`src/core/pmw_pkg.sv`:
```
// shared constants and types of the mode and wake control block
`default_nettype none
package pmw_pkg;
	// ----------------------------------------
	// register map
	// ----------------------------------------
	localparam int AW = 4;
	localparam logic [3:0] OFS_CTRL = 4'h0;
	localparam logic [3:0] OFS_STAT = 4'h4;
	localparam logic [3:0] OFS_MACLO = 4'h8;
	localparam logic [3:0] OFS_MACHI = 4'hc;
	localparam int CB_LLB = 0;
	localparam int CB_RLB = 1;
	localparam int CB_SPD = 2;
	localparam int CB_EDS = 3;
	localparam int CB_ANE = 4;
	localparam int CB_MAG = 5;
	localparam logic [5:0] CTRL_RST = 6'h10;
	localparam logic [31:0] MACLO_RST = 32'h0000_0000;
	localparam logic [15:0] MACHI_RST = 16'h0000;
	localparam logic [1:0] RESP_OK = 2'h0;
	localparam logic [1:0] RESP_ERR = 2'h2;
	// ----------------------------------------
	// straps, speeds, timing
	// ----------------------------------------
	localparam logic [3:0] MODE_NORMAL = 4'h1;
	localparam logic [3:0] MODE_TEST = 4'h4;
	localparam logic [3:0] MODE_CPD = 4'h7;
	localparam logic [3:0] MODE_RST = 4'h0;
	localparam logic [1:0] STRAP_WAIT = 2'h2;
	localparam logic [1:0] SPD_10 = 2'h0;
	localparam logic [1:0] SPD_100 = 2'h1;
	localparam logic [1:0] SPD_1000 = 2'h2;
	localparam int CLK_NS = 100;
	localparam int BLINK_NS = 50_000_000;
	localparam int BLINK_CYC_DEF = (BLINK_NS + CLK_NS - 1) / CLK_NS;
	// ----------------------------------------
	// magic pattern
	// ----------------------------------------
	localparam logic [7:0] SYNC_BYTE = 8'hff;
	localparam int SYNC_BYTES = 6;
	localparam int ADDR_REPS = 16;
	localparam int MAC_BYTES = 6;
	typedef enum logic {MG_SYNC, MG_ADDR} pmw_mg_t;
endpackage
`default_nettype wire

```
`src/core/pmw_rx_if.sv`:
```
// received byte stream handed to the magic packet detector
`default_nettype none
interface pmw_rx_if;
	logic byte_vld;
	logic [7:0] data;
	logic frame_end;
	logic frame_err;
	modport src(output byte_vld, data, frame_end, frame_err);
	modport dst(input byte_vld, data, frame_end, frame_err);
endinterface
`default_nettype wire

```
`src/core/pmw_lamp.sv`:
```
// link and activity lamp encoder
`default_nettype none
module pmw_lamp import pmw_pkg::*; #(
	parameter int BLINK_CYC = BLINK_CYC_DEF
) (
	// clock and reset
	input wire logic aclk,
	input wire logic aresetn,
	// status
	input wire logic tri_mode,
	input wire logic link_up,
	input wire logic [1:0] link_speed,
	input wire logic activity,
	// lamps, low is lit
	output logic gig_link_lamp,
	output logic fast_link_lamp
);
	localparam int BW = $clog2(2 * BLINK_CYC + 1);
	logic [BW-1:0] bcnt_r, bcnt_nxt, acnt_r, acnt_nxt;
	logic tog_r, tog_nxt, gig_r, gig_nxt, fast_r, fast_nxt;
	logic lit, g_spd, f_spd;

	always_comb begin
		bcnt_nxt = bcnt_r + 1'b1;
		tog_nxt = tog_r;
		if (bcnt_r == BW'(BLINK_CYC - 1)) begin
			bcnt_nxt = '0;
			tog_nxt = !tog_r;
		end
		// each frame restarts the hold-off so bursts blink steadily
		acnt_nxt = (acnt_r != '0) ? acnt_r - 1'b1 : '0;
		if (activity) begin
			acnt_nxt = BW'(2 * BLINK_CYC);
		end
		lit = (acnt_r != '0) ? tog_r : 1'b1;
		g_spd = link_speed == SPD_1000 || link_speed == SPD_10;
		f_spd = link_speed == SPD_100 || link_speed == SPD_10;
		if (tri_mode) begin
			gig_nxt = !(link_up && g_spd && lit);
			fast_nxt = !(link_up && f_spd && lit);
		end else begin
			gig_nxt = !link_up;
			fast_nxt = !(link_up && acnt_r != '0 && tog_r);
		end
	end

	always_ff @(posedge aclk) begin
		if (!aresetn) begin
			bcnt_r <= '0;
			acnt_r <= '0;
			tog_r <= 1'b0;
			gig_r <= 1'b1;
			fast_r <= 1'b1;
		end else begin
			bcnt_r <= bcnt_nxt;
			acnt_r <= acnt_nxt;
			tog_r <= tog_nxt;
			gig_r <= gig_nxt;
			fast_r <= fast_nxt;
		end
	end

	assign gig_link_lamp = gig_r;
	assign fast_link_lamp = fast_r;

	no_link_dark_a: assert property (@(posedge aclk) disable iff (!aresetn)
		!link_up |=> gig_link_lamp && fast_link_lamp)
		else $error("lamp lit without link");
endmodule
`default_nettype wire

```
`src/core/pmw_magic.sv`:
```
// magic packet pattern matcher
`default_nettype none
module pmw_magic import pmw_pkg::*; (
	// clock and reset
	input wire logic aclk,
	input wire logic aresetn,
	// received bytes
	pmw_rx_if.dst rx,
	// station address, first byte in bits 7:0
	input wire logic [47:0] station_addr,
	// one-cycle match at end of a good frame
	output logic hit
);
	pmw_mg_t st_r, st_nxt;
	logic [3:0] cnt_r, cnt_nxt;
	logic [2:0] idx_r, idx_nxt;
	logic found_r, found_nxt, hit_r, hit_nxt;
	logic [7:0] exp_byte;

	always_comb begin
		st_nxt = st_r;
		cnt_nxt = cnt_r;
		idx_nxt = idx_r;
		found_nxt = found_r;
		hit_nxt = 1'b0;
		exp_byte = station_addr[8*idx_r +: 8];
		if (rx.byte_vld) begin
			unique case (st_r)
				MG_SYNC: begin
					if (rx.data != SYNC_BYTE) begin
						cnt_nxt = '0;
					end else if (cnt_r == 4'(SYNC_BYTES - 1)) begin
						st_nxt = MG_ADDR;
						cnt_nxt = '0;
						idx_nxt = '0;
					end else begin
						cnt_nxt = cnt_r + 1'b1;
					end
				end
				MG_ADDR: begin
					if (rx.data == exp_byte) begin
						idx_nxt = idx_r + 1'b1;
						if (idx_r == 3'(MAC_BYTES - 1)) begin
							idx_nxt = '0;
							cnt_nxt = cnt_r + 1'b1;
							if (cnt_r == 4'(ADDR_REPS - 1)) begin
								found_nxt = 1'b1;
								st_nxt = MG_SYNC;
								cnt_nxt = '0;
							end
						end
					end else if (!(idx_r == '0 && cnt_r == '0 && rx.data == SYNC_BYTE)) begin
						// a stray ones byte may open a new sync run
						st_nxt = MG_SYNC;
						idx_nxt = '0;
						cnt_nxt = {3'h0, rx.data == SYNC_BYTE};
					end
				end
			endcase
		end
		if (rx.frame_end) begin
			hit_nxt = found_r && !rx.frame_err;
			found_nxt = 1'b0;
			st_nxt = MG_SYNC;
			cnt_nxt = '0;
			idx_nxt = '0;
		end
	end

	always_ff @(posedge aclk) begin
		if (!aresetn) begin
			st_r <= MG_SYNC;
			cnt_r <= '0;
			idx_r <= '0;
			found_r <= 1'b0;
			hit_r <= 1'b0;
		end else begin
			st_r <= st_nxt;
			cnt_r <= cnt_nxt;
			idx_r <= idx_nxt;
			found_r <= found_nxt;
			hit_r <= hit_nxt;
		end
	end

	assign hit = hit_r;

	good_frame_a: assert property (@(posedge aclk) disable iff (!aresetn)
		hit |-> $past(rx.frame_end) && !$past(rx.frame_err) && $past(found_r))
		else $error("magic hit without good frame end");
endmodule
`default_nettype wire

```
`src/core/pmw_top.sv`:
```
// phy mode, loopback, power and wake control with axi4-lite registers
`default_nettype none
module pmw_top import pmw_pkg::*; #(
	parameter int BLINK_CYC = BLINK_CYC_DEF
) (
	// clock and reset
	input wire logic aclk,
	input wire logic aresetn,
	// axi4-lite slave
	input wire logic [AW-1:0] awaddr,
	input wire logic awvalid,
	output logic awready,
	input wire logic [31:0] wdata,
	input wire logic [3:0] wstrb,
	input wire logic wvalid,
	output logic wready,
	output logic [1:0] bresp,
	output logic bvalid,
	input wire logic bready,
	input wire logic [AW-1:0] araddr,
	input wire logic arvalid,
	output logic arready,
	output logic [31:0] rdata,
	output logic [1:0] rresp,
	output logic rvalid,
	input wire logic rready,
	// straps
	input wire logic [3:0] mode_strap,
	input wire logic lamp_mode_strap,
	// phy core status
	input wire logic link_up,
	input wire logic [1:0] link_speed,
	input wire logic duplex_full,
	// mac transmit and receive side
	input wire logic mac_tx_clk,
	input wire logic [7:0] mac_txd,
	input wire logic mac_tx_en,
	output logic [7:0] mac_rxd,
	output logic mac_rx_dv,
	// line side
	input wire logic line_rx_clk,
	input wire logic [7:0] line_rxd,
	input wire logic line_rx_dv,
	input wire logic line_rx_er,
	output logic [7:0] line_txd,
	output logic line_tx_en,
	// power, test, lamps, wake
	output logic rx_power_on,
	output logic tx_power_on,
	output logic link_pulse_en,
	output logic test_chain_en,
	output logic gig_link_lamp,
	output logic fast_link_lamp,
	output logic wake_event_out_n
);
	// ----------------------------------------
	// input synchronisers
	// ----------------------------------------
	// data rides the same two stages as its clock; the link clock is
	// eight system cycles long, so data is settled at the seen edge
	localparam int SW = 26;
	logic [SW-1:0] async_in, s1_r, s2_r;
	logic [3:0] strap_s;
	logic lamp_s, mclk_s, mten_s, lclk_s, ldv_s, ler_s;
	logic [7:0] mtxd_s, lrxd_s;

	assign async_in = {mode_strap, lamp_mode_strap, mac_tx_clk, mac_tx_en, mac_txd,
		line_rx_clk, line_rx_dv, line_rx_er, line_rxd};
	for (genvar i = 0; i < SW; i++) begin : g_sync
		always_ff @(posedge aclk) begin
			if (!aresetn) begin
				s1_r[i] <= 1'b0;
				s2_r[i] <= 1'b0;
			end else begin
				s1_r[i] <= async_in[i];
				s2_r[i] <= s1_r[i];
			end
		end
	end
	assign {strap_s, lamp_s, mclk_s, mten_s, mtxd_s, lclk_s, ldv_s, ler_s, lrxd_s} = s2_r;

	// ----------------------------------------
	// straps and modes
	// ----------------------------------------
	logic [3:0] mode_r, mode_nxt;
	logic [1:0] wait_r, wait_nxt;
	logic tri_r, tri_nxt, cap_r, cap_nxt;
	logic [5:0] ctrl_r, ctrl_nxt;
	logic normal_op, chip_powerdown, run, sleep, llb_act, rlb_act;

	always_comb begin
		mode_nxt = mode_r;
		tri_nxt = tri_r;
		cap_nxt = cap_r;
		wait_nxt = wait_r;
		if (!cap_r) begin
			wait_nxt = wait_r + 1'b1;
			if (wait_r == STRAP_WAIT) begin
				mode_nxt = strap_s;
				tri_nxt = !lamp_s;
				cap_nxt = 1'b1;
			end
		end
	end

	always_ff @(posedge aclk) begin
		if (!aresetn) begin
			mode_r <= MODE_RST;
			tri_r <= 1'b0;
			cap_r <= 1'b0;
			wait_r <= '0;
		end else begin
			mode_r <= mode_nxt;
			tri_r <= tri_nxt;
			cap_r <= cap_nxt;
			wait_r <= wait_nxt;
		end
	end

	assign normal_op = cap_r && mode_r == MODE_NORMAL;
	assign chip_powerdown = cap_r && mode_r == MODE_CPD;
	assign test_chain_en = cap_r && mode_r == MODE_TEST;
	assign run = normal_op && !ctrl_r[CB_SPD];
	assign sleep = run && ctrl_r[CB_EDS] && ctrl_r[CB_ANE] && !link_up;
	assign rx_power_on = run && !sleep;
	assign tx_power_on = run;
	assign link_pulse_en = run && !link_up;
	assign llb_act = run && ctrl_r[CB_LLB] && duplex_full;
	assign rlb_act = run && ctrl_r[CB_RLB] && link_up && duplex_full && link_speed == SPD_1000;

	// ----------------------------------------
	// datapath and loopback
	// ----------------------------------------
	logic mclk_q_r, lclk_q_r, mten_r, ldv_r, ferr_r, mrise, lrise;
	logic [7:0] mtxd_r, lrxd_r, mrxd_r, ltxd_r;
	logic mrxdv_r, ltxen_r, activity;
	logic mten_nxt, ldv_nxt, ferr_nxt, mrxdv_nxt, ltxen_nxt;
	logic [7:0] mtxd_nxt, lrxd_nxt, mrxd_nxt, ltxd_nxt;
	pmw_rx_if rx_bus ();

	assign mrise = mclk_s && !mclk_q_r;
	assign lrise = lclk_s && !lclk_q_r;
	assign activity = run && ((mrise && mten_s && !mten_r) || (lrise && ldv_s && !ldv_r));
	assign rx_bus.byte_vld = run && lrise && ldv_s;
	assign rx_bus.data = lrxd_s;
	assign rx_bus.frame_end = lrise && !ldv_s && ldv_r;
	assign rx_bus.frame_err = ferr_r;

	always_comb begin
		mtxd_nxt = mrise ? mtxd_s : mtxd_r;
		mten_nxt = mrise ? mten_s : mten_r;
		lrxd_nxt = lrise ? lrxd_s : lrxd_r;
		ldv_nxt = lrise ? ldv_s : ldv_r;
		ferr_nxt = lrise ? (ldv_s && (ferr_r || ler_s)) : ferr_r;
		// power-down parks both directions at idle
		mrxd_nxt = '0;
		mrxdv_nxt = 1'b0;
		ltxd_nxt = '0;
		ltxen_nxt = 1'b0;
		if (run) begin
			mrxd_nxt = llb_act ? mtxd_r : lrxd_r;
			mrxdv_nxt = llb_act ? mten_r : ldv_r;
			ltxd_nxt = rlb_act ? lrxd_r : mtxd_r;
			ltxen_nxt = rlb_act ? ldv_r : mten_r;
		end
	end

	always_ff @(posedge aclk) begin
		if (!aresetn) begin
			mclk_q_r <= 1'b0;
			lclk_q_r <= 1'b0;
			mtxd_r <= '0;
			mten_r <= 1'b0;
			lrxd_r <= '0;
			ldv_r <= 1'b0;
			ferr_r <= 1'b0;
			mrxd_r <= '0;
			mrxdv_r <= 1'b0;
			ltxd_r <= '0;
			ltxen_r <= 1'b0;
		end else begin
			mclk_q_r <= mclk_s;
			lclk_q_r <= lclk_s;
			mtxd_r <= mtxd_nxt;
			mten_r <= mten_nxt;
			lrxd_r <= lrxd_nxt;
			ldv_r <= ldv_nxt;
			ferr_r <= ferr_nxt;
			mrxd_r <= mrxd_nxt;
			mrxdv_r <= mrxdv_nxt;
			ltxd_r <= ltxd_nxt;
			ltxen_r <= ltxen_nxt;
		end
	end

	assign mac_rxd = mrxd_r;
	assign mac_rx_dv = mrxdv_r;
	assign line_txd = ltxd_r;
	assign line_tx_en = ltxen_r;

	// ----------------------------------------
	// lamps and magic detection
	// ----------------------------------------
	logic [31:0] maclo_r, maclo_nxt;
	logic [15:0] machi_r, machi_nxt;
	logic mg_hit, wake_r, wake_nxt;

	pmw_lamp #(.BLINK_CYC(BLINK_CYC)) u_lamp (
		.aclk(aclk),
		.aresetn(aresetn),
		.tri_mode(tri_r),
		.link_up(run && link_up),
		.link_speed(link_speed),
		.activity(activity),
		.gig_link_lamp(gig_link_lamp),
		.fast_link_lamp(fast_link_lamp)
	);

	pmw_magic u_magic (
		.aclk(aclk),
		.aresetn(aresetn),
		.rx(rx_bus.dst),
		.station_addr({machi_r, maclo_r}),
		.hit(mg_hit)
	);

	// ----------------------------------------
	// register slave
	// ----------------------------------------
	logic aw_h_r, aw_h_nxt, w_h_r, w_h_nxt, bv_r, bv_nxt, rv_r, rv_nxt;
	logic [AW-1:0] awa_r, awa_nxt;
	logic [31:0] wd_r, wd_nxt, rd_r, rd_nxt, base, wm, rword;
	logic [3:0] ws_r, ws_nxt;
	logic [1:0] br_r, br_nxt, rr_r, rr_nxt;

	assign awready = !aw_h_r && !bv_r;
	assign wready = !w_h_r && !bv_r;
	assign arready = !rv_r;

	always_comb begin
		aw_h_nxt = aw_h_r;
		awa_nxt = awa_r;
		w_h_nxt = w_h_r;
		wd_nxt = wd_r;
		ws_nxt = ws_r;
		bv_nxt = bv_r && !bready;
		br_nxt = br_r;
		rv_nxt = rv_r && !rready;
		rd_nxt = rd_r;
		rr_nxt = rr_r;
		ctrl_nxt = ctrl_r;
		maclo_nxt = maclo_r;
		machi_nxt = machi_r;
		base = '0;
		rword = '0;
		if (awvalid && awready) begin
			aw_h_nxt = 1'b1;
			awa_nxt = awaddr;
		end
		if (wvalid && wready) begin
			w_h_nxt = 1'b1;
			wd_nxt = wdata;
			ws_nxt = wstrb;
		end
		unique case (awa_r[AW-1:2])
			OFS_CTRL[AW-1:2]: base = {26'h0, ctrl_r};
			OFS_MACLO[AW-1:2]: base = maclo_r;
			OFS_MACHI[AW-1:2]: base = {16'h0, machi_r};
			default: base = '0;
		endcase
		for (int b = 0; b < 4; b++) begin
			wm[8*b +: 8] = ws_r[b] ? wd_r[8*b +: 8] : base[8*b +: 8];
		end
		if (aw_h_r && w_h_r) begin
			aw_h_nxt = 1'b0;
			w_h_nxt = 1'b0;
			bv_nxt = 1'b1;
			br_nxt = RESP_OK;
			unique case (awa_r[AW-1:2])
				OFS_CTRL[AW-1:2]: ctrl_nxt = wm[5:0];
				OFS_MACLO[AW-1:2]: maclo_nxt = wm;
				OFS_MACHI[AW-1:2]: machi_nxt = wm[15:0];
				OFS_STAT[AW-1:2]: br_nxt = RESP_OK;
				default: br_nxt = RESP_ERR;
			endcase
		end
		if (arvalid && arready) begin
			rv_nxt = 1'b1;
			rr_nxt = RESP_OK;
			unique case (araddr[AW-1:2])
				OFS_CTRL[AW-1:2]: rword = {26'h0, ctrl_r};
				OFS_STAT[AW-1:2]: rword = {19'h0, wake_r, sleep, chip_powerdown, test_chain_en, tri_r,
					mode_r, duplex_full, link_speed, link_up};
				OFS_MACLO[AW-1:2]: rword = maclo_r;
				OFS_MACHI[AW-1:2]: rword = {16'h0, machi_r};
				default: rr_nxt = RESP_ERR;
			endcase
			rd_nxt = rword;
		end
		// leaving the enable low clears the wake; a hit in the same cycle only
		// counts while still enabled, so set and clear never fight
		wake_nxt = wake_r && ctrl_r[CB_MAG];
		if (mg_hit && ctrl_r[CB_MAG]) begin
			wake_nxt = 1'b1;
		end
	end

	always_ff @(posedge aclk) begin
		if (!aresetn) begin
			aw_h_r <= 1'b0;
			awa_r <= '0;
			w_h_r <= 1'b0;
			wd_r <= '0;
			ws_r <= '0;
			bv_r <= 1'b0;
			br_r <= RESP_OK;
			rv_r <= 1'b0;
			rd_r <= '0;
			rr_r <= RESP_OK;
			ctrl_r <= CTRL_RST;
			maclo_r <= MACLO_RST;
			machi_r <= MACHI_RST;
			wake_r <= 1'b0;
		end else begin
			aw_h_r <= aw_h_nxt;
			awa_r <= awa_nxt;
			w_h_r <= w_h_nxt;
			wd_r <= wd_nxt;
			ws_r <= ws_nxt;
			bv_r <= bv_nxt;
			br_r <= br_nxt;
			rv_r <= rv_nxt;
			rd_r <= rd_nxt;
			rr_r <= rr_nxt;
			ctrl_r <= ctrl_nxt;
			maclo_r <= maclo_nxt;
			machi_r <= machi_nxt;
			wake_r <= wake_nxt;
		end
	end

	assign bvalid = bv_r;
	assign bresp = br_r;
	assign rvalid = rv_r;
	assign rdata = rd_r;
	assign rresp = rr_r;
	assign wake_event_out_n = !wake_r;

	// ----------------------------------------
	// checks
	// ----------------------------------------
	local_loop_a: assert property (@(posedge aclk) disable iff (!aresetn)
		llb_act |=> mac_rxd == $past(mtxd_r) && mac_rx_dv == $past(mten_r))
		else $error("local loopback data not returned");
	remote_loop_a: assert property (@(posedge aclk) disable iff (!aresetn)
		$past(rlb_act) |-> line_txd == $past(lrxd_r) && $past(link_speed) == SPD_1000)
		else $error("remote loopback wrong");
	sleep_power_a: assert property (@(posedge aclk) disable iff (!aresetn)
		sleep |-> !rx_power_on && tx_power_on && link_pulse_en && !link_up && ctrl_r[CB_ANE])
		else $error("sleep power state wrong");
	soft_down_a: assert property (@(posedge aclk) disable iff (!aresetn)
		ctrl_r[CB_SPD] |-> !tx_power_on && !rx_power_on ##1 !line_tx_en && !mac_rx_dv)
		else $error("soft power-down left logic running");
	chip_down_a: assert property (@(posedge aclk) disable iff (!aresetn)
		chip_powerdown |-> !tx_power_on && !rx_power_on ##1 chip_powerdown)
		else $error("chip power-down left early");
	reset_off_a: assert property (@(posedge aclk) disable iff (!aresetn)
		$past(!aresetn) |-> !ctrl_r[CB_EDS] && !ctrl_r[CB_MAG] && wake_event_out_n)
		else $error("sleep or wake enabled after reset");
	wake_set_a: assert property (@(posedge aclk) disable iff (!aresetn)
		mg_hit && ctrl_r[CB_MAG] |=> !wake_event_out_n)
		else $error("wake not driven on magic packet");
	wake_hold_a: assert property (@(posedge aclk) disable iff (!aresetn)
		!wake_event_out_n && ctrl_r[CB_MAG] |=> !wake_event_out_n)
		else $error("wake released while enabled");
	test_mode_a: assert property (@(posedge aclk) disable iff (!aresetn)
		test_chain_en |-> !run ##1 test_chain_en)
		else $error("test chain mode lost");
endmodule
`default_nettype wire

```
`config.mk`:
```
export PLATFORM = sky130hd
export DESIGN_NAME = pmw_top
export DESIGN_NICKNAME = d
export VERILOG_FILES = /design/src/core/pmw_pkg.sv /design/src/core/pmw_rx_if.sv /design/src/core/pmw_lamp.sv /design/src/core/pmw_magic.sv /design/src/core/pmw_top.sv
export SDC_FILE = /design/constraint.sdc
export NUM_CORES = 1
export LEC_CHECK = 0
export BUFFER_PORTS_ARGS = -buffer_cell sky130_fd_sc_hd__buf_4
export CORE_ASPECT_RATIO = 0.6
export CORE_UTILIZATION = 43
export CTS_CLUSTER_SIZE = 40
export DETAILED_ROUTE_END_ITERATION = 12
export GPL_ROUTABILITY_DRIVEN = 0
export PLACE_DENSITY = 0.74
export SYNTH_ARGS = -nofsm -noshare
export SYNTH_HDL_FRONTEND = slang
export SYNTH_SLANG_ARGS = --single-unit
```
`constraint.sdc`:
```
create_clock -name aclk -period 2.35 [get_ports aclk]
set_input_delay 0 -clock aclk [delete_from_list [all_inputs] [get_ports aclk]]
set_output_delay 0 -clock aclk [all_outputs]
set_load 0.005 [all_outputs]
```
==> results of run 1 <==
## cells by family (layout without fill, tap and decap cells)
| logic type | after synthesis | count (layout) | synth area share |
|---|---|---|---|
| other | 1 | 4 | 0.000318 |
| adder cells (fa/ha/maj) | 6 | 6 | 0.00637 |
| buffers and inverters | 98 | 331 | 0.0340 |
| XOR/XNOR | 42 | 42 | 0.0312 |
| AO/OA/AOI/OAI | 226 | 226 | 0.144 |
| AND/OR/NAND/NOR | 549 | 549 | 0.226 |
| multiplexers | 85 | 85 | 0.0806 |
| flip-flops | 281 | 281 | 0.478 |
## repair_timing
item	CTS	global route
gates resized for setup	11	35
setup endpoints to repair	9	29
pin swaps	1	11
cloned	0	0
hold buffers	79	0
hold endpoints to repair	103	0
setup buffers	1	0
## cell usage after synthesis (2+ instances only)
| master | instances | area share |
|---|---|---|
| nor3_1 | 21 | 0.0089 |
| xor2_1 | 20 | 0.015 |
| o21ai_0 | 27 | 0.011 |
| mux2_2 | 9 | 0.0086 |
| mux2i_1 | 69 | 0.059 |
| nand4_1 | 4 | 0.0021 |
| nor2b_1 | 34 | 0.018 |
| o211a_1 | 40 | 0.034 |
| nand3_1 | 35 | 0.015 |
| and2_1 | 66 | 0.035 |
| a22oi_1 | 19 | 0.012 |
| xnor2_1 | 22 | 0.016 |
| a221oi_1 | 7 | 0.0052 |
| o22ai_1 | 6 | 0.0032 |
| a211oi_1 | 7 | 0.0045 |
| mux4_2 | 7 | 0.013 |
| ha_1 | 6 | 0.0064 |
| nor3b_1 | 18 | 0.011 |
| nor4_1 | 4 | 0.0021 |
| inv_1 | 13 | 0.0041 |
| or3_1 | 8 | 0.0042 |
| a21boi_0 | 79 | 0.050 |
| buf_1 | 6 | 0.0019 |
| dfxtp_1 | 281 | 0.48 |
| and3_1 | 12 | 0.0064 |
| nand3b_1 | 2 | 0.0013 |
| a21oi_1 | 26 | 0.011 |
| nand4b_1 | 6 | 0.0045 |
| o31ai_1 | 3 | 0.0019 |
| nand2b_1 | 11 | 0.0058 |
| or2_2 | 3 | 0.0016 |
| nor3_2 | 2 | 0.0017 |
| o21a_1 | 4 | 0.0025 |
| nor2_1 | 99 | 0.032 |
| clkbuf_1 | 68 | 0.022 |
| and3b_1 | 3 | 0.0022 |
| nand2_1 | 212 | 0.068 |
| or4_1 | 6 | 0.0038 |
| buf_2 | 5 | 0.0021 |
| buf_4 | 5 | 0.0032 |
## how the worst max path moves through the flow
stage	depth (start not counted)	to	start	slack, ns
after floorplan	9	u_magic.cnt_r[2]	u_magic.idx_r[0]	-0.03
after global placement	11	u_magic.cnt_r[0]	u_magic.idx_r[1]	-0.08
after detailed placement	10	u_magic.idx_r[0]	u_magic.idx_r[1]	-0.17
after CTS	8	u_magic.cnt_r[2]	u_magic.idx_r[0]	-0.07
after global routing	8	u_magic.cnt_r[2]	u_magic.idx_r[0]	-0.21
final	8	u_magic.cnt_r[2]	u_magic.idx_r[0]	-0.11
## worst max-delay path: cells and delay by family, from the launching register on
| kind | cells | cell delay (ns) |
|---|---|---|
| compound gates | 4 | 0.81 |
| flops | 1 | 0.39 |
| mux | 1 | 0.50 |
| simple gates | 3 | 0.69 |
## layout by cell type (no fill, tap or decap), types with 24 or more instances in the layout
master and instances:
nand3_1 34, nand2_1 212, nor2_1 98, nor2b_1 34, buf_4 184, o211a_1 40
clkbuf_16 27, a21oi_1 24, dlygate4sd3_1 79, mux2i_1 63, and2_1 66, a21boi_0 79
dfxtp_1 278
## where the power goes
group          switching, mW  total (mW)  internal [mW]
Clock                   1.84        4.36           2.52
Combinational          0.822        1.68          0.856
Sequential             0.272        5.34           5.06
Total                   2.93        11.4           8.44
## registers in the layout (all words and copies together), names as in the netlist, 3 cells and up
signal and flops:
ctrl_r 6, line_txd 8, lrxd_r 8, lrxd_s 8
mac_rxd 8, machi_r 16, maclo_r 32, mode_r 4
mtxd_r 8, mtxd_s 8, rdata 32, s1_r 26
s2_r 4, u_lamp.acnt_r 20, u_lamp.bcnt_r 20, u_magic.cnt_r 4
u_magic.idx_r 3, wd_r 32, ws_r 4
## routing by layer
layer  vias to the layer above  routed length, µm
met2                       335              13200
li1                       4829                  -
met5                         -                  0
met1                      4718              15500
met4                         0                527
met3                        45               2710
## area by class of cell
cell class,count,area share
Clock inverter,12,0.00909
Sequential cell,281,0.369
Multi-Input combinational cell,912,0.390
Clock buffer,34,0.0479
Inverter,13,0.00319
Timing Repair Buffer,272,0.152
Tap cell,360,0.0295
## through the flow
step                      utilization  area (µm²)  setup slack (ns)
final                           0.574       15300            -0.113
after global placement          0.503       13400           -0.0768
after global routing            0.574       15300            -0.212
after CTS                       0.568       15100           -0.0688
after floorplan                     -       11800           -0.0252
after detailed placement        0.503       13400            -0.169
==> results.tsv, run 1 <==
stage	metric	value	unit
drt	final wirelength	31900	µm
synth	synthesized cell area	0.0118	mm²
grt	met3 Resource Use GR	0.0569	
power	Peak VDD IR	0.454	mV
synth	number of distinct library cells after synthesis	53	
cts	Root Driver	clkbuf_16	
floorplanning	Die ar.	0.0281	mm²
worst_setup_path	CP cell instances	mux4_2 > nor2b_4 > nor3_4 > o2111ai_4 > or3_4 > o211a_4 > a31o_1 > a211oi_2	
grt	first-pass GRT wire length	49700	µm
worst_setup_path	Startpoint Class	flip-flop	
synth	ys async rst share	0	
drt	via/cell ratio	5.27	
floorplanning	core area	0.0266	mm²
drt	initial drt markers	775	
drt	Residual DRC	0	
cts	Max clock buf depth	3	
finish	Ant. Diodes	0	
floorplanning	initial core utilization	0.442	
timing	Final Hold Fails	0	
worst_hold_path	hold crit path type	in2reg	
grt	vias in the first global route	9345	
timing	fin. max-slew vios	0	
run_status	outcome	complete, but fails checks	
cts	clk sinks	281	
worst_hold_path	hold_sp	duplex_full	
floorplanning	Die Span Y	130	µm
worst_setup_path	R2R Path Start	u_magic.idx_r[0]	
synth	Cells after Synth	1288	
placed_design	PortBufs	138	
finish	nets	1593	
synth	FF+latch count, synth	281	
worst_hold_path	WHS Path Cells	4	
worst_setup_path	CP max stage delay	0.50	ns
synth	Most used DFF post-synth	dfxtp_1	
synth	Seq/Total Area, Yosys	0.478	
drt	post-DR wirelength/cell	17.0	µm
run_status	failing checks	setup timing	
cts	CTS Buf Count	26	
grt	M2 GR Usage	0.327	
finish	share of cells above drive strength 1	0.192	
timing	hold_ws	0.0435	ns
worst_setup_path	crit path DAT	2.93	ns
worst_setup_path	path depth of the worst reg2reg path	8	
worst_setup_path	Required @ worst endpoint	2.81	ns
timing	fmax	406	MHz
cts	worst skew pair latency	0.54	ns
timing	final worst slack	-0.113	ns
drt	1st-pass router iterations	5	
drt	DR vias	9927	
worst_setup_path	Reg2Reg Capture Point	u_magic.cnt_r[2]	
finish	area growth from synthesis to layout	29.8	%
timing	Worst Tran Pin Value	0.789	ns
timing	clock skew	0.0128	ns
finish	Fillers	2315	
worst_setup_path	nature of the critical path endpoint	flip-flop	
placed_design	DP Wirelength	22200	µm
grt	initial antenna violation count	0	
grt	met1 GRT Util	0.327	
finish	Multi-input gate area	0.00596	mm²
timing	Setup violations, final	7	
synth	number of flops mapped to enable cells by yosys	0	
worst_setup_path	Slowest cell on crit path	mux4_2	
grt	GR peak layer	met1	
grt	aggregate global routing overflow	0	
drt	DRT antenna net count	0	
floorplanning	# IOs	147	
synth	Synth Warn #	0	
timing	RSZ-0062 raised after global routing	true	
timing	period utilization	1.05	
synth	Avg Cell Area, Syn	9.15	µm²
timing	Max-slew headroom	0.473	
placed_design	dpl cells	1758	
cts	Reg clk slew, reported paths	0.07	ns
run	# Max-Cap Violations	0	
timing	Tmin final	2.46	ns
worst_setup_path	CP Class	reg2reg	
floorplanning	number of core rows	46	
finish	register area	0.00563	mm²
cts	CTS tree	done	
power	Power Total	11.4	mW
cts	CTS H-tree lvls	1	
floorplanning	chip width	216	µm
worst_setup_path	Worst Path Max Fanout	7	
power	PwrDens	744	mW/mm²
finish	Final Non-Filler Cells	1884	
power	LEAKAGE	6.31	nW
worst_setup_path	r2r setup slk	-0.11	ns
timing	setup TNS	-0.320	ns
worst_hold_path	hold endpoint	rdata[3]	
grt	All-Layer GR Usage	0.223	
grt	largest net degree at the start of global routing	130	
Power figures use the tool's default switching activity.
==> run 2, diff against run 1 <==
Settings changed: MAX_ROUTING_LAYER set to met4, SKIP_CTS_REPAIR_TIMING set to 1.
==> run 2 against run 1 <==
Effect of this change:
- the flow still finishes with violations (setup timing)
- critical path depth up 1
- utilization down 0.28 points
- combinational power about the same
- worst setup slack got worse by 0.047 ns
- non-clock buffer count rose by 1
==> results.tsv, run 2 (synthesized netlist as in run 1, its figures left out) <==
stage	metric	value	unit	change
run_status	outcome	complete, but fails checks		unchanged
run_status	failing checks	setup timing		unchanged
finish	most common cell after layout, fill and taps aside	dfxtp_1		unchanged
drt	via/cell ratio	5.27		about the same
cts	Reg clk slew, reported paths	0.07	ns	about the same
timing	Tmin final	2.51	ns	was 2.46 ns
grt	initial antenna violation count	0		unchanged
worst_setup_path	CP max stage delay	0.37	ns	was 0.50 ns
cts	Root Driver	clkbuf_16		unchanged
power	Power Total	11.4	mW	about the same
power	combinational fraction of design power	0.147		was 0.148
worst_setup_path	CP cell instances	buf_6 > or2_2 > buf_4 > nand4b_1 > nor3_1 > o31ai_4 > nand2b_1 > mux2_2 > and2_1		was mux4_2 > nor2b_4 > nor3_4 > o2111ai_4 > or3_4 > o211a_4 > a31o_1 > a211oi_2
grt	All-Layer GR Usage	0.223		about the same
drt	DR vias	9937		was 9,927
timing	fmax	398	MHz	was 406 MHz
timing	period utilization	1.07		was 1.05
placed_design	PortBufs	138		unchanged
timing	RSZ-0062 raised after global routing	true		unchanged
run	# Max-Cap Violations	0		unchanged
finish	share of cells above drive strength 1	0.188		was 0.192
drt	1st-pass router iterations	5		unchanged
worst_hold_path	hold crit path type	in2reg		unchanged
worst_setup_path	path depth of the worst reg2reg path	9		was 8
finish	Ant. Diodes	0		unchanged
cts	CTS tree	done		unchanged
finish	Fillers	2324		was 2,315
grt	vias in the first global route	8925		was 9,345
worst_setup_path	Slowest cell on crit path	dfxtp_4		was mux4_2
drt	DRT antenna net count	0		unchanged
worst_setup_path	nature of the critical path endpoint	flip-flop		unchanged
power	sw frac	0.257		was 0.258
grt	aggregate global routing overflow	0		unchanged
worst_setup_path	Worst Path Max Fanout	11		was 7
floorplanning	Die Span Y	130	µm	unchanged
cts	worst skew pair latency	0.54	ns	about the same
power	P_int	8.44	mW	about the same
floorplanning	chip width	216	µm	unchanged
drt	post-DR wirelength/cell	16.8	µm	was 17.0 µm
worst_hold_path	WHS Path Cells	4		unchanged
timing	hold_ws	0.0529	ns	was 0.0435 ns
power	PwrDens	747	mW/mm²	was 744 mW/mm²
placed_design	Place WS	-0.169	ns	unchanged
finish	register area	0.00563	mm²	unchanged
grt	largest net degree at the start of global routing	130		unchanged
drt	initial drt markers	730		was 775
timing	Setup violations, final	7		unchanged
cts	CTS H-tree lvls	1		unchanged
finish	most frequent cells in the layout	dfxtp_1 (278), nand2_1 (212), buf_4 (187)		was dfxtp_1 (278), nand2_1 (212), buf_4 (184)
timing	clock skew	0.0127	ns	was 0.0128 ns
worst_setup_path	Crit path depth	9		was 8
power	Seq pwr share	0.470		was 0.469
power	Peak VDD IR	0.453	mV	was 0.454 mV
worst_setup_path	Bufs and invs on worst path	2		was 0
finish	area growth from synthesis to layout	29.1	%	was 29.8%
drt	Residual DRC	0		unchanged
cts	Max clock buf depth	3		unchanged
cts	clk sinks	281		unchanged
worst_hold_path	hold_sp	duplex_full		unchanged
timing	Max-slew headroom	0.491		was 0.473
worst_setup_path	crit path DAT	2.95	ns	was 2.93 ns
floorplanning	number of core rows	46		unchanged
finish	Final Util	0.571		was 0.574
timing	Worst Tran Pin Value	0.762	ns	was 0.789 ns
grt	first-pass GRT wire length	48200	µm	was 49,700 µm
drt	final wirelength	31600	µm	was 31,900 µm
power	P_sw	2.92	mW	was 2.93 mW
finish	nets	1594		was 1,593
power	LEAKAGE	6.31	nW	about the same
floorplanning	core area	0.0266	mm²	unchanged
worst_setup_path	CP top delay family	simple AND/OR/NAND/NOR gates		was compound AO/OA/AOI/OAI gates
cts	CTS Buf Count	26		unchanged
floorplanning	Die ar.	0.0281	mm²	unchanged
worst_setup_path	Required @ worst endpoint	2.79	ns	was 2.81 ns
placed_design	DP Wirelength	22200	µm	unchanged
timing	final worst slack	-0.160	ns	was -0.113 ns
timing	fin. max-slew vios	0		unchanged
timing	Final Hold Fails	0		unchanged
power	clock group share of total power	0.383		about the same
worst_setup_path	CP Class	reg2reg		unchanged
finish	Multi-input gate area	0.00589	mm²	was 0.00596 mm²
worst_setup_path	CP startpoint	u_magic.idx_r[0]		unchanged
worst_setup_path	R2R Path Start	u_magic.idx_r[0]		unchanged
floorplanning	initial core utilization	0.442		unchanged
worst_setup_path	Startpoint Class	flip-flop		unchanged
floorplanning	# IOs	147		unchanged
[run 2: changes by cell type in the layout (fill, tap and decap cells not counted), sizes merged]
cell and change:
buf +1
[run 2: power groups by stage]
stage / logic [mW] / clock network (mW) / registers, mW
3_3_place_gp: 1.48 / 0 / 5.41
6_report: 1.67 / 4.35 / 5.34
2_1_floorplan: 1.08 / 0 / 5.35
3_5_place_dp: 1.53 / 0 / 5.43
5_1_grt: 1.86 / 4.63 / 5.37
4_1_cts: 1.54 / 4.43 / 5.32
[run 2: per-layer routing]
layer / track usage / vias to the layer above / wire length [µm]
li1: - / 4832 / -
met1: 0.329 / 4706 / 15300
met2: 0.307 / 349 / 13000
met3: 0.0506 / 50 / 2840
met4: 0.0421 / 0 / 505
met5: - / - / 0
[run 2: cell type report]
type / count / share of cell area
clock buffers: 34 / 0.0481
clock inverters: 12 / 0.00913
inverters: 13 / 0.00321
multi-input cells: 912 / 0.387
flip-flops and latches: 281 / 0.370
well taps: 360 / 0.0296
repair buffers: 273 / 0.152
[run 2: path summary, 6_finish.rpt]
check | endpoint | slack, ns
worst max-delay path | u_magic.idx_r[0] | -0.16
worst min-delay path | rdata[3] | 0.05
worst max register to register | u_magic.idx_r[0] | -0.16
worst min register to register | mtxd_s[4] | 0.43
[run 2: worst register-to-register path, cell delays in order, from the launching register on]
cell and delay, ns:
dfxtp_4 0.37, buf_6 0.15, or2_2 0.36, buf_4 0.16, nand4b_1 0.20, nor3_1 0.36, o31ai_4 0.17, nand2b_1 0.15
mux2_2 0.35, and2_1 0.15
[run 2: stage by stage]
step | TNS (ns) | std cells | instance area, µm²
5_1_grt | -1.30 | 1885 | 15200
2_1_floorplan | -0.0252 | 1291 | 11800
4_1_cts | -1.09 | 1804 | 14300
3_3_place_gp | -0.330 | 1758 | 13400
6_report | -0.675 | 1885 | 15200
3_5_place_dp | -0.962 | 1758 | 13400
